## config.mk

```make
export PLATFORM = sky130hd
export DESIGN_NAME = sfp_front
export DESIGN_NICKNAME = d
export VERILOG_FILES = /design/src/inc/sfp_pkg.sv /design/src/rtl/sfp_fifo.sv /design/src/rtl/sfp_front.sv
export SDC_FILE = /design/constraint.sdc
export NUM_CORES = 1
export LEC_CHECK = 0
export BUFFER_PORTS_ARGS = -buffer_cell sky130_fd_sc_hd__buf_2
export CAP_MARGIN = 0
export CORE_UTILIZATION = 59
export CTS_CLUSTER_DIAMETER = 150
export CTS_CLUSTER_SIZE = 8
export DETAILED_ROUTE_END_ITERATION = 12
export GPL_ROUTABILITY_DRIVEN = 0
export PLACE_DENSITY = 0.85
export SYNTH_ARGS = -nofsm -noshare
export SYNTH_HDL_FRONTEND = slang
export SYNTH_HIERARCHICAL = 1
export SYNTH_SLANG_ARGS = --single-unit
```

## constraint.sdc

```tcl
create_clock -name clk -period 5.9 [get_ports clk]
set_input_delay 0.59 -clock clk [delete_from_list [all_inputs] [get_ports clk]]
set_output_delay 0.59 -clock clk [all_outputs]
set_load 0.05 [all_outputs]
```

## src/inc/sfp_pkg.sv

```systemverilog
// Package for the serial flash pin front end: widths, modes, timing, carriers.
// Assumes a 125 MHz system clock that oversamples the host serial clock.
package sfp_pkg;

  localparam int unsigned CLK_MHZ          = 125;
  localparam int unsigned RESET_PULSE_NS   = 1000;
  // Least time, rounded up to whole cycles.
  localparam int unsigned RESET_PULSE_CYC  =
    (RESET_PULSE_NS * CLK_MHZ + 999) / 1000;
  localparam int unsigned SCLK_MAX_MHZ     = 104;
  localparam int unsigned PAGE_BYTES       = 256;
  localparam int unsigned UID_BITS         = 64;
  localparam int unsigned ADDR_BITS        = 24;
  localparam int unsigned INSTR_BITS       = 8;
  localparam int unsigned MODE_BITS        = 8;
  localparam int unsigned FIFO_DEPTH       = 4;
  localparam logic        PAUSE_SEL_RESET  = 1'b0;
  // Wrap window field: 0=8, 1=16, 2=32, 3=64 bytes.
  localparam logic [1:0]  WRAP_8           = 2'h0;
  localparam logic [1:0]  WRAP_64          = 2'h3;

  typedef enum logic [1:0] {
    SFP_W1,
    SFP_W2,
    SFP_W4
  } sfp_width_t;

  typedef struct packed {
    logic [3:0] in;
    logic [3:0] out;
    logic [3:0] oe;
  } sfp_io_t;

  typedef struct packed {
    logic       block_protect_0;
    logic       block_protect_1;
    logic       block_protect_2;
    logic       top_bottom_select;
    logic       sector_block_select;
    logic       complement_protect;
    logic       status_protect_0;
  } sfp_prot_t;

  typedef struct packed {
    logic                  quad_enable_bit;
    logic                  pause_or_reset_select;
    logic                  four_line_instruction_mode;
    logic                  cont_read;
    logic                  wrap_en;
    logic [1:0]            wrap_size;
  } sfp_cfg_t;

endpackage

```

## src/rtl/sfp_fifo.sv

```systemverilog
// Small synchronous FIFO with valid/ready on both sides.
// Assumes one clock; full and empty come from an occupancy count.
`timescale 1ns/10ps
module sfp_fifo #(
  parameter int unsigned WIDTH = 8,
  parameter int unsigned DEPTH = 4
) (
  input  wire logic             clk,
  input  wire logic             rst,
  input  wire logic             flush,
  input  wire logic [WIDTH-1:0] in_data,
  input  wire logic             in_valid,
  output logic                  in_ready,
  output logic      [WIDTH-1:0] out_data,
  output logic                  out_valid,
  input  wire logic             out_ready
);
  localparam int unsigned AW = (DEPTH > 1) ? $clog2(DEPTH) : 1;
  logic [WIDTH-1:0] mem_q [DEPTH];
  logic [AW-1:0]    wr_q;
  logic [AW-1:0]    rd_q;
  logic [AW:0]      cnt_q;
  logic             push;
  logic             pop;

  assign in_ready  = (cnt_q != (AW+1)'(DEPTH));
  assign out_valid = (cnt_q != '0);
  assign out_data  = mem_q[rd_q];
  assign push      = in_valid && in_ready;
  assign pop       = out_valid && out_ready;

  always_ff @(posedge clk) begin
    if (push) begin
      mem_q[wr_q] <= in_data;
    end
  end

  always_ff @(posedge clk or posedge rst) begin
    if (rst) begin
      wr_q  <= '0;
      rd_q  <= '0;
      cnt_q <= '0;
    end else if (flush) begin
      wr_q  <= '0;
      rd_q  <= '0;
      cnt_q <= '0;
    end else begin
      if (push) begin
        wr_q <= (wr_q == AW'(DEPTH - 1)) ? '0 : wr_q + 1'b1;
      end
      if (pop) begin
        rd_q <= (rd_q == AW'(DEPTH - 1)) ? '0 : rd_q + 1'b1;
      end
      cnt_q <= cnt_q + (AW+1)'(push) - (AW+1)'(pop);
    end
  end
endmodule

```

## src/rtl/sfp_front.sv

```systemverilog
// Pin front end of a multi-I/O serial flash: select, edges, hold, reset.
// Assumes the host serial clock is far slower than clk and is oversampled;
// the array, instruction decoder and status register live behind the ports.
//
// Notes on behaviour
// - Single-line input bits are taken on each serial clock rise.
// - Serial output changes on each serial clock fall.
// - Lines zero and one take input on rise, drive read data on fall.
// - Chip select high deselects and floats all data outputs.
// - Only while selected are instructions taken and read data returned.
// - Nothing is accepted until the first chip select fall after power-up.
// - A busy internal cycle carries on after chip select rises.
// - Asserted write protect blocks status register writes when status_protect_0 is set.
// - Write protect joins protect bits to guard parts of the array.
// - Quad mode drops write protect; pin becomes data line two.
// - Shared pin is hold only when select bit is zero; reset value zero.
// - Hold low while selected floats output, ignores clock and data.
// - Hold release resumes the transfer without losing state.
// - Quad enable drops hold; pin becomes data line three.
// - Protect, hold and reset pin functions only in standard and dual.
// - Standard and dual use lines zero, one; quad uses zero to three.
// - Four-line instruction mode moves the instruction in two clocks.
// - Continuous read skips the instruction phase.
// - Reads may wrap in aligned 8, 16, 32 or 64 byte windows.
// - Serial clock up to 104 MHz at every width; here it must stay far below the 125 MHz clk.
// - Up to 256 data bytes per page program.
// - A 64-bit unique value is readable by the host.
// - Select bit one makes the shared pin an active-low reset.
// - Reset low for about one microsecond aborts all operations.
`timescale 1ns/10ps
module sfp_front #(
  parameter int unsigned RESET_CYC = sfp_pkg::RESET_PULSE_CYC,
  parameter logic [sfp_pkg::UID_BITS-1:0] UNIQUE_ID = 64'h0123_4567_89ab_cdef
) (
  input  wire logic                             clk,
  input  wire logic                             rst,
  input  wire logic                             sclk,
  input  wire logic                             cs_n,
  input  wire logic [3:0]                       io_in,
  output logic      [3:0]                       io_out,
  output logic      [3:0]                       io_oe,
  input  wire sfp_pkg::sfp_cfg_t                cfg,
  input  wire sfp_pkg::sfp_prot_t               prot,
  input  wire logic                             read_cmd,
  input  wire sfp_pkg::sfp_width_t              data_width,
  input  wire logic                             uid_cmd,
  input  wire logic                             internal_busy,
  output logic      [sfp_pkg::INSTR_BITS-1:0]   instr,
  output logic                                  instr_valid,
  output logic      [sfp_pkg::ADDR_BITS-1:0]    addr,
  output logic                                  addr_valid,
  output logic      [7:0]                       wr_data,
  output logic                                  wr_valid,
  input  wire logic                             wr_ready,
  output logic                                  wr_overflow,
  input  wire logic [7:0]                       rd_data,
  input  wire logic                             rd_valid,
  output logic                                  rd_ready,
  output logic      [sfp_pkg::ADDR_BITS-1:0]    rd_addr,
  output logic                                  status_write_ok,
  output logic                                  array_hw_lock,
  output logic                                  hw_reset,
  output logic                                  selected,
  output logic                                  busy_hold
);
  typedef enum logic [2:0] {
    SFP_IDLE, SFP_INSTR, SFP_ADDR, SFP_DATA_IN, SFP_READ, SFP_DONE
  } sfp_state_t;

  sfp_state_t   st_q;
  logic [2:0]   sclk_s_q;
  logic [2:0]   cs_s_q;
  logic [2:0]   io3_s_q;
  logic [3:0]   io_m_q;
  logic [3:0]   io_s_q;
  logic         armed_q;
  logic [7:0]   sh_q;
  logic [5:0]   bit_q;
  logic [23:0]  addr_q;
  logic [8:0]   pg_cnt_q;
  logic [7:0]   rd_sh_q;
  logic [5:0]   uid_idx_q;
  logic [3:0]   out_q;
  logic [3:0]   oe_q;
  logic [5:0]   rd_bit_q;
  logic [7:0]   rd_byte;
  logic [31:0]  rst_cnt_q;
  logic         rise;
  logic         fall;
  logic         cs_low;
  logic         cs_fall;
  logic         quad_mode;
  logic         hold_act;
  logic [2:0]   step;
  logic [7:0]   shn;
  logic [7:0]   fifo_q;
  logic         fifo_v;
  logic         fifo_rdy;

  // Count of bits moved per serial clock for a given width.
  function automatic logic [2:0] width_bits(sfp_pkg::sfp_width_t w);
    unique case (w)
      sfp_pkg::SFP_W1: width_bits = 3'h1;
      sfp_pkg::SFP_W2: width_bits = 3'h2;
      sfp_pkg::SFP_W4: width_bits = 3'h4;
      default:         width_bits = 3'h1;
    endcase
  endfunction

  // Shift a byte left by the width, filling from the low input lines.
  function automatic logic [7:0] shift_in(logic [7:0] s, logic [3:0] d,
                                          logic [2:0] n);
    unique case (n)
      3'h4:    shift_in = {s[3:0], d[3:0]};
      3'h2:    shift_in = {s[5:0], d[1:0]};
      default: shift_in = {s[6:0], d[0]};
    endcase
  endfunction

  // Mask of the input lines that carry bits at a given width.
  function automatic logic [3:0] lane_mask(logic [2:0] n);
    lane_mask = 4'((5'h1 << n) - 5'h1);
  endfunction

  // oversampled serial pins
  // Three-stage sync on clock, select and line three (data lines two); select and line three count once stages two and three agree.
  always_ff @(posedge clk or posedge rst) begin
    if (rst) begin
      sclk_s_q <= 3'h0;
      cs_s_q   <= 3'h7;
      io3_s_q  <= 3'h7;
      io_m_q   <= 4'h0;
      io_s_q   <= 4'h0;
    end else begin
      sclk_s_q <= {sclk_s_q[1:0], sclk};
      cs_s_q   <= {cs_s_q[1:0], cs_n};
      io3_s_q  <= {io3_s_q[1:0], io_in[3]};
      io_m_q   <= io_in;
      io_s_q   <= io_m_q;
    end
  end

  // Clock edges use only the second and third stages; select fall also reads the first.
  assign rise    = sclk_s_q[1] && !sclk_s_q[2];
  assign fall    = !sclk_s_q[1] && sclk_s_q[2];
  assign cs_low  = !cs_s_q[1] && !cs_s_q[2];
  assign cs_fall = !cs_s_q[1] && !cs_s_q[2] && cs_s_q[0] == 1'b0
                   && armed_q == 1'b0;
  assign quad_mode = cfg.quad_enable_bit || cfg.four_line_instruction_mode;
  assign hold_act = !quad_mode && !cfg.pause_or_reset_select
                    && cs_low && !io3_s_q[1] && !io3_s_q[2];
  assign busy_hold = hold_act;
  assign selected  = cs_low && armed_q;
  assign step = (st_q == SFP_INSTR && cfg.four_line_instruction_mode) ?
                3'h4 : (st_q == SFP_INSTR) ? 3'h1 : width_bits(data_width);
  assign shn  = shift_in(sh_q, io_s_q, step);

  always_ff @(posedge clk or posedge rst) begin
    if (rst) begin
      armed_q <= 1'b0;
    end else if (hw_reset) begin
      armed_q <= 1'b0;
    end else if (cs_fall) begin
      armed_q <= 1'b1;
    end
  end

  always_ff @(posedge clk or posedge rst) begin
    if (rst) begin
      rst_cnt_q <= 32'h0;
      hw_reset  <= 1'b0;
    end else if (!quad_mode && cfg.pause_or_reset_select
                 && !io3_s_q[1] && !io3_s_q[2]) begin
      if (rst_cnt_q < 32'(RESET_CYC)) begin
        rst_cnt_q <= rst_cnt_q + 32'h1;
      end
      hw_reset <= (rst_cnt_q >= 32'(RESET_CYC) - 32'h1);
    end else begin
      rst_cnt_q <= 32'h0;
      hw_reset  <= 1'b0;
    end
  end

  always_ff @(posedge clk or posedge rst) begin
    if (rst) begin
      status_write_ok <= 1'b1;
      array_hw_lock   <= 1'b0;
    end else begin
      status_write_ok <= quad_mode || !prot.status_protect_0 || io_s_q[2];
      array_hw_lock   <= !quad_mode && prot.status_protect_0 && !io_s_q[2]
                         && (prot.block_protect_0 || prot.block_protect_1
                             || prot.block_protect_2
                             || prot.complement_protect);
    end
  end

  // Transaction state machine; hold freezes every register except the instr_valid and addr_valid strobes, which still clear.
  always_ff @(posedge clk or posedge rst) begin
    if (rst) begin
      st_q        <= SFP_IDLE;
      sh_q        <= 8'h0;
      bit_q       <= 6'h0;
      addr_q      <= 24'h0;
      pg_cnt_q    <= 9'h0;
      instr       <= 8'h0;
      instr_valid <= 1'b0;
      addr_valid  <= 1'b0;
      wr_overflow <= 1'b0;
    end else begin
      instr_valid <= 1'b0;
      addr_valid  <= 1'b0;
      if (!cs_low || !armed_q || hw_reset) begin
        st_q     <= (cs_low && armed_q) ? SFP_DONE : SFP_IDLE;
        bit_q    <= 6'h0;
        pg_cnt_q <= 9'h0;
        if (!cs_low) begin
          st_q <= SFP_IDLE;
        end
      end else if (!hold_act && rise) begin
        sh_q <= shn;
        unique case (st_q)
          SFP_IDLE: begin
            st_q  <= cfg.cont_read ? SFP_ADDR : SFP_INSTR;
            addr_q <= 24'(io_s_q & lane_mask(width_bits(data_width)));
            sh_q  <= shift_in(8'h0, io_s_q,
                       cfg.cont_read ? width_bits(data_width) :
                       cfg.four_line_instruction_mode ? 3'h4 : 3'h1);
            bit_q <= 6'(cfg.cont_read ? width_bits(data_width) :
                       cfg.four_line_instruction_mode ? 3'h4 : 3'h1);
          end
          SFP_INSTR: begin
            if (bit_q + 6'(step) >= 6'd8) begin
              instr       <= shn;
              instr_valid <= 1'b1;
              st_q        <= SFP_ADDR;
              bit_q       <= 6'h0;
            end else begin
              bit_q <= bit_q + 6'(step);
            end
          end
          SFP_ADDR: begin
            addr_q <= (addr_q << step) | 24'(io_s_q & lane_mask(step));
            if (bit_q + 6'(step) >= 6'd24) begin
              addr_valid <= 1'b1;
              st_q  <= read_cmd ? SFP_READ : SFP_DATA_IN;
              bit_q <= 6'h0;
            end else begin
              bit_q <= bit_q + 6'(step);
            end
          end
          SFP_DATA_IN: begin
            if (bit_q + 6'(step) >= 6'd8) begin
              bit_q <= 6'h0;
              if (pg_cnt_q == 9'(sfp_pkg::PAGE_BYTES) || !fifo_rdy) begin
                wr_overflow <= 1'b1;
              end else begin
                pg_cnt_q <= pg_cnt_q + 9'h1;
              end
            end else begin
              bit_q <= bit_q + 6'(step);
            end
          end
          default: begin
          end
        endcase
      end
    end
  end

  assign addr = addr_q;

  // Write bytes flow through the FIFO; a full FIFO flags overflow.
  assign fifo_q = shn;
  assign fifo_v = cs_low && armed_q && !hold_act && rise
                  && st_q == SFP_DATA_IN && bit_q + 6'(step) >= 6'd8
                  && pg_cnt_q != 9'(sfp_pkg::PAGE_BYTES);

  sfp_fifo #(
    .WIDTH (8),
    .DEPTH (sfp_pkg::FIFO_DEPTH)
  ) u_fifo (
    .clk       (clk),
    .rst       (rst),
    .flush     (hw_reset),
    .in_data   (fifo_q),
    .in_valid  (fifo_v),
    .in_ready  (fifo_rdy),
    .out_data  (wr_data),
    .out_valid (wr_valid),
    .out_ready (wr_ready)
  );

  always_ff @(posedge clk or posedge rst) begin
    if (rst) begin
      rd_addr <= 24'h0;
    end else if (addr_valid) begin
      rd_addr <= addr_q;
    end else if (rd_ready && rd_valid) begin
      if (cfg.wrap_en) begin
        unique case (cfg.wrap_size)
          2'h0: rd_addr[2:0] <= rd_addr[2:0] + 3'h1;
          2'h1: rd_addr[3:0] <= rd_addr[3:0] + 4'h1;
          2'h2: rd_addr[4:0] <= rd_addr[4:0] + 5'h1;
          2'h3: rd_addr[5:0] <= rd_addr[5:0] + 6'h1;
        endcase
      end else begin
        rd_addr <= rd_addr + 24'h1;
      end
    end
  end

  assign rd_ready = cs_low && armed_q && !hold_act && fall
                    && st_q == SFP_READ && rd_bit_q == 6'h0;

  assign rd_byte = uid_cmd ? UNIQUE_ID[63 - {uid_idx_q[5:3], 3'h0} -: 8]
                           : rd_data;

  always_ff @(posedge clk or posedge rst) begin
    if (rst) begin
      rd_sh_q   <= 8'h0;
      uid_idx_q <= 6'h0;
      out_q     <= 4'h0;
      oe_q      <= 4'h0;
    end else if (!cs_low || st_q != SFP_READ || hw_reset) begin
      oe_q      <= 4'h0;
      uid_idx_q <= 6'h0;
    end else if (!hold_act && fall) begin
      if (rd_bit_q == 6'h0) begin
        rd_sh_q   <= rd_byte << step;
        uid_idx_q <= uid_idx_q + 6'h8;
      end else begin
        rd_sh_q <= rd_sh_q << step;
      end
      unique case (step)
        3'h4: begin
          out_q <= (rd_bit_q == 6'h0) ? rd_byte[7:4] : rd_sh_q[7:4];
          oe_q  <= 4'hf;
        end
        3'h2: begin
          out_q <= {2'h0, (rd_bit_q == 6'h0) ? rd_byte[7:6] : rd_sh_q[7:6]};
          oe_q  <= 4'h3;
        end
        default: begin
          out_q <= {2'h0, (rd_bit_q == 6'h0) ? rd_byte[7] : rd_sh_q[7], 1'b0};
          oe_q  <= 4'h2;
        end
      endcase
    end
  end

  // Read bit count moves on fall only.
  always_ff @(posedge clk or posedge rst) begin
    if (rst) begin
      rd_bit_q <= 6'h0;
    end else if (!cs_low || st_q != SFP_READ) begin
      rd_bit_q <= 6'h0;
    end else if (!hold_act && fall) begin
      rd_bit_q <= (rd_bit_q + 6'(step) >= 6'd8) ? 6'h0 : rd_bit_q + 6'(step);
    end
  end

  assign io_out = out_q;
  // float under deselect, hold, unused lanes
  assign io_oe  = (cs_low && !hold_act)
                  ? (oe_q & (quad_mode ? 4'hf : 4'h3)) : 4'h0;
endmodule

```

==> results <==
- Of all flip-flops after synthesis, the portion carrying an async set or reset was 84.0%.
- The clock arrives with 0.0113 ns of skew.
- The synthesized design spends more area on one cell type than any other, namely sky130_fd_sc_hd__dfrtp_1.
- For this run the aggregate overflow at the end of global routing stands at 0.
- The sum of net half-perimeters after detailed placement is 16.6 mm.
- The final count of negative-setup-slack endpoints is 0.
- The synthesized design contains 32 enable-type register cells.
- The H-tree generated during clock tree synthesis spans 4 levels.
- The all-layer global routing usage is 27.6%.
- The net count after synthesis is 1,054.
- Once the clock tree was built, the setup fixing pass inserted 0 buffers.
- The area share of the leading cell type in the synthesized netlist is 38.6%.
- The detailed router finished its first iteration with 637 violations.
- The CTS tree is done.
- The tree built by TritonCTS fans out to 200 sinks.
- The hold buffer count at CTS is 0.
- The min-delay analysis places its worst path in the category input pin to asynchronous set/reset pin.
- The number of antenna violations at the first check in global routing is 1.
- The filler cells instantiated in the layout total 1,283.
- The tree is rooted in a sky130_fd_sc_hd__clkbuf_16.
- The clock network latency to the later pin of the worst-skew pair is 0.44 ns.
- The largest fanout on the critical path is 27.
- The I/O pin count is 119.
- The number of nets with antenna violations after routing is 0.
- The post-synthesis area per instance is approximately 10 um2.
- The termination of the worst setup path is u_fifo/cnt_q[2]$_DFF_PP0_.
- STA classifies the critical path startpoint as a flip-flop.
- The total via count after detailed routing is 8,138.
- For this configuration, the core starts out at a cell density of 60.4%.
- The TritonCTS buffer count is 17.
- Counting distinct cell types in the post-synthesis netlist gives 87.
- The floorplan step defined a core boundary enclosing 0.0173 mm2.
- Measured along the y axis, the die boundary spans 135 um.
- Post-CTS repair changed the size of 0 cells.
- The proportion of synthesized chip area in sequential cells is 49.5%.
- The reported leakage power is 5.30 nW.
- The synthesized design contains 200 register bits.
- The via count of the first global-routing pass is 7,927.
- At the end of the flow the core is filled with cells to 68.0%.
- The maximum clock frequency is 206 MHz.
- Dividing total power by cell area gives a power density of 277 mW/mm2.
- The critical path in this run is classified as flip-flop to flip-flop.
- The number of placement rows is 48.
- The most critical setup path has its startpoint at st_q[0]$_DFFE_PP0P_.
- The final count of pins violating max slew is 0.
- In this run the horizontal extent of the chip is 135 um.
- For this run, design rule violations remaining after detail routing come to 0.
- In the final routed layout, each cell accounts on average for around 18 um.
- The die covers 0.0182 mm2.
- Cells with a size suffix above 1 make up between 10% and 20% of the layout.
- The routed design has 24.1 mm of wire.
- The synthesized instance count is 995.
- By instance count, the leading cell after synthesis is sky130_fd_sc_hd__dfrtp_1.
- The CTS clock-pin slew for the worst setup and hold paths is approximately 0.07 ns.
- After detailed routing, the number of vias per cell comes to 6.16.
- The pre-antenna-repair detailed-routing pass consisted of 7 iterations.
- The post-layout net count is 1,143.
- Sorting the synthesized cells by how often they occur yields sky130_fd_sc_hd__dfrtp_1 (161), sky130_fd_sc_hd__nand2_1 (115), sky130_fd_sc_hd__mux2i_1 (65), sky130_fd_sc_hd__nor2_1 (59), sky130_fd_sc_hd__o21ai_0 (54).
- The reg-to-reg critical path endpoint is u_fifo/cnt_q[2]$_DFF_PP0_.
- The worst register-to-register path begins at st_q[0]$_DFFE_PP0P_.
- The setup total negative slack is 0 ns.
- The maximum resistive drop on vdd is 0.217 mV.
- At the pin with the least slew margin, the transition time is 1.35 ns.
- The number of buffers on the longest clock path is 2.
- The kind of end point of the critical path is a flip-flop.
- The first-pass GRT wire length is roughly 39 mm.
- Compared with the post-synthesis result, the final layout area differs by 12.6%.
- The count of buffers added on input and output ports is about 120.
- Setup repair after global routing left no endpoint under its margin.
- The run finished with clean final reports.
- The worst register-to-register path has a depth of 18.
- The number of warning messages in the yosys log is 6.
- The share of the clock period used by the worst path is 82.2%.
- The max-cap violation count is 0.
- The time the worst path needs with I/O delays and setup is 4.85 ns.
- For the worst setup path, the data required time is 6.20 ns.
- The number of antenna diodes in the final layout is 0.
- The worst-case register-to-register setup slack is 1.05 ns.
- In the synthesized netlist the dominant register cell turns out to be sky130_fd_sc_hd__dfrtp_1.
- The hold violation total from the final report is 0.
- The data arrival time of the worst path is 5.15 ns.
- After synthesis, the cell types taking the most area are sky130_fd_sc_hd__dfrtp_1 (39%), sky130_fd_sc_hd__edfxtp_1 (9.2%), sky130_fd_sc_hd__mux2i_1 (6.2%), sky130_fd_sc_hd__nand2_1 (4.1%), sky130_fd_sc_hd__o21ai_0 (2.6%).
- After synthesis the cells add up to 0.0104 mm2.
- Entering global routing, the biggest net connects 113 pins.
- Headroom to the max-slew limit came out at around a tenth.
==> sequential cells by signal, summed over array words and instances, names as in the netlist, 7 cells and up <==
| name | flops |
|---|---|
| rst_cnt_q | 32 |
| u_fifo/mem_q | 32 |
| addr | 24 |
| rd_addr | 24 |
| pg_cnt_q | 9 |
| instr | 8 |
| rd_sh_q | 8 |
| sh_q | 7 |
==> where the power goes <==
part	switching, mW	internal [mW]	leakage, nW
logic	0.336	0.178	2.55
registers	0.0713	1.45	2.44
clock network	0.554	0.672	0.307
==> cells by family after synthesis <==
group,synth area share (%)
xor+xnor,3.68
mux,9.79
compound gates,12.5
buf+inv,3.86
fa+ha+maj,2.71
simple gates,17.9
flops,49.5
==> cell usage in the layout, fill, tap and decap left out, types with 7 or more instances in the layout <==
| cell | instances |
|---|---|
| sky130_fd_sc_hd__xor2_1 | 14 |
| sky130_fd_sc_hd__a31oi_1 | 10 |
| sky130_fd_sc_hd__mux2i_1 | 65 |
| sky130_fd_sc_hd__nand2_1 | 115 |
| sky130_fd_sc_hd__dfrtp_1 | 161 |
| sky130_fd_sc_hd__and3_1 | 33 |
| sky130_fd_sc_hd__inv_1 | 32 |
| sky130_fd_sc_hd__ha_1 | 21 |
| sky130_fd_sc_hd__mux2_2 | 11 |
| sky130_fd_sc_hd__o21ai_1 | 14 |
| sky130_fd_sc_hd__nor4_1 | 10 |
| sky130_fd_sc_hd__o22ai_1 | 10 |
| sky130_fd_sc_hd__or3_1 | 12 |
| sky130_fd_sc_hd__dfstp_2 | 7 |
| sky130_fd_sc_hd__a21oi_1 | 35 |
| sky130_fd_sc_hd__nor3_1 | 26 |
| sky130_fd_sc_hd__o211ai_1 | 10 |
| sky130_fd_sc_hd__nand3_1 | 26 |
| sky130_fd_sc_hd__clkbuf_16 | 18 |
| sky130_fd_sc_hd__o21ai_0 | 53 |
| sky130_fd_sc_hd__buf_2 | 115 |
| sky130_fd_sc_hd__mux4_2 | 9 |
| sky130_fd_sc_hd__o31ai_1 | 8 |
| sky130_fd_sc_hd__buf_4 | 11 |
| sky130_fd_sc_hd__nor2_1 | 59 |
| sky130_fd_sc_hd__xnor2_1 | 28 |
| sky130_fd_sc_hd__edfxtp_1 | 32 |
| sky130_fd_sc_hd__nand4_1 | 13 |
==> through the flow <==
step | std cells | hold slack (ns) | setup WS [ns] | instance area, um2 | total power, mW
after global placement | 1290 | 0.332 | 1.29 | 11100 | 2.04
final | 1322 | 0.103 | 1.05 | 11800 | 3.26
after detailed placement | 1290 | 0.336 | 1.17 | 11100 | 2.06
after global routing | 1322 | 0.115 | 0.663 | 11800 | 3.38
after CTS | 1322 | 0.104 | 1.14 | 11800 | 3.28
after floorplan | 995 | 0.331 | 0.973 | 10400 | 1.94
==> per-layer routing <==
layer	vias up	track usage [%]	part of all wire, %
li1	3802	-	-
met1	3965	36.8	43
met2	321	45.0	48
met3	48	5.86	7.2
met4	2	9.05	1.7
met5	-	0	0.054
==> worst max-delay path, stage by stage, from the launching register on <==
cell and delay [ns]:
sky130_fd_sc_hd__dfrtp_1 0.61, sky130_fd_sc_hd__nor3b_2 0.62, sky130_fd_sc_hd__o21ai_2 0.11, sky130_fd_sc_hd__inv_2 0.47
sky130_fd_sc_hd__ha_1 0.33, sky130_fd_sc_hd__ha_1 0.19, sky130_fd_sc_hd__a21oi_1 0.11, sky130_fd_sc_hd__o22ai_2 0.27
sky130_fd_sc_hd__xnor2_1 0.24, sky130_fd_sc_hd__nand4_1 0.23, sky130_fd_sc_hd__and4_1 0.34, sky130_fd_sc_hd__nand2_2 0.12
sky130_fd_sc_hd__ha_1 0.24, sky130_fd_sc_hd__inv_1 0.06, sky130_fd_sc_hd__ha_1 0.13, sky130_fd_sc_hd__inv_1 0.04
sky130_fd_sc_hd__fa_1 0.37, sky130_fd_sc_hd__xnor2_1 0.17, sky130_fd_sc_hd__nor2_1 0.06
==> layout make-up <==
type	count	area [um2]	share of cell area [%]
timing repair buffer	126	658	5.60
clock inverter	13	176	1.50
multi-input combinational	705	4880	41.5
clock buffer	19	454	3.86
tap	225	282	2.39
inverter	34	133	1.13
sequential	200	5170	44.0
==> worst min path at each step <==
stage | startpoint | end | slack (ns)
2_1_floorplan | io_m_q[0]$_DFF_PP0_ | io_s_q[0]$_DFF_PP0_ | 0.33
4_1_cts | rst | u_fifo/rd_q[0]$_DFFE_PP0P_ | 0.10
5_1_grt | rst | u_fifo/rd_q[0]$_DFFE_PP0P_ | 0.11
3_5_place_dp | io_m_q[0]$_DFF_PP0_ | io_s_q[0]$_DFF_PP0_ | 0.34
6_report | rst | u_fifo/rd_q[0]$_DFFE_PP0P_ | 0.10
3_3_place_gp | sclk_s_q[0]$_DFF_PP0_ | sclk_s_q[1]$_DFF_PP0_ | 0.33
(Power assumes the default switching activity.)
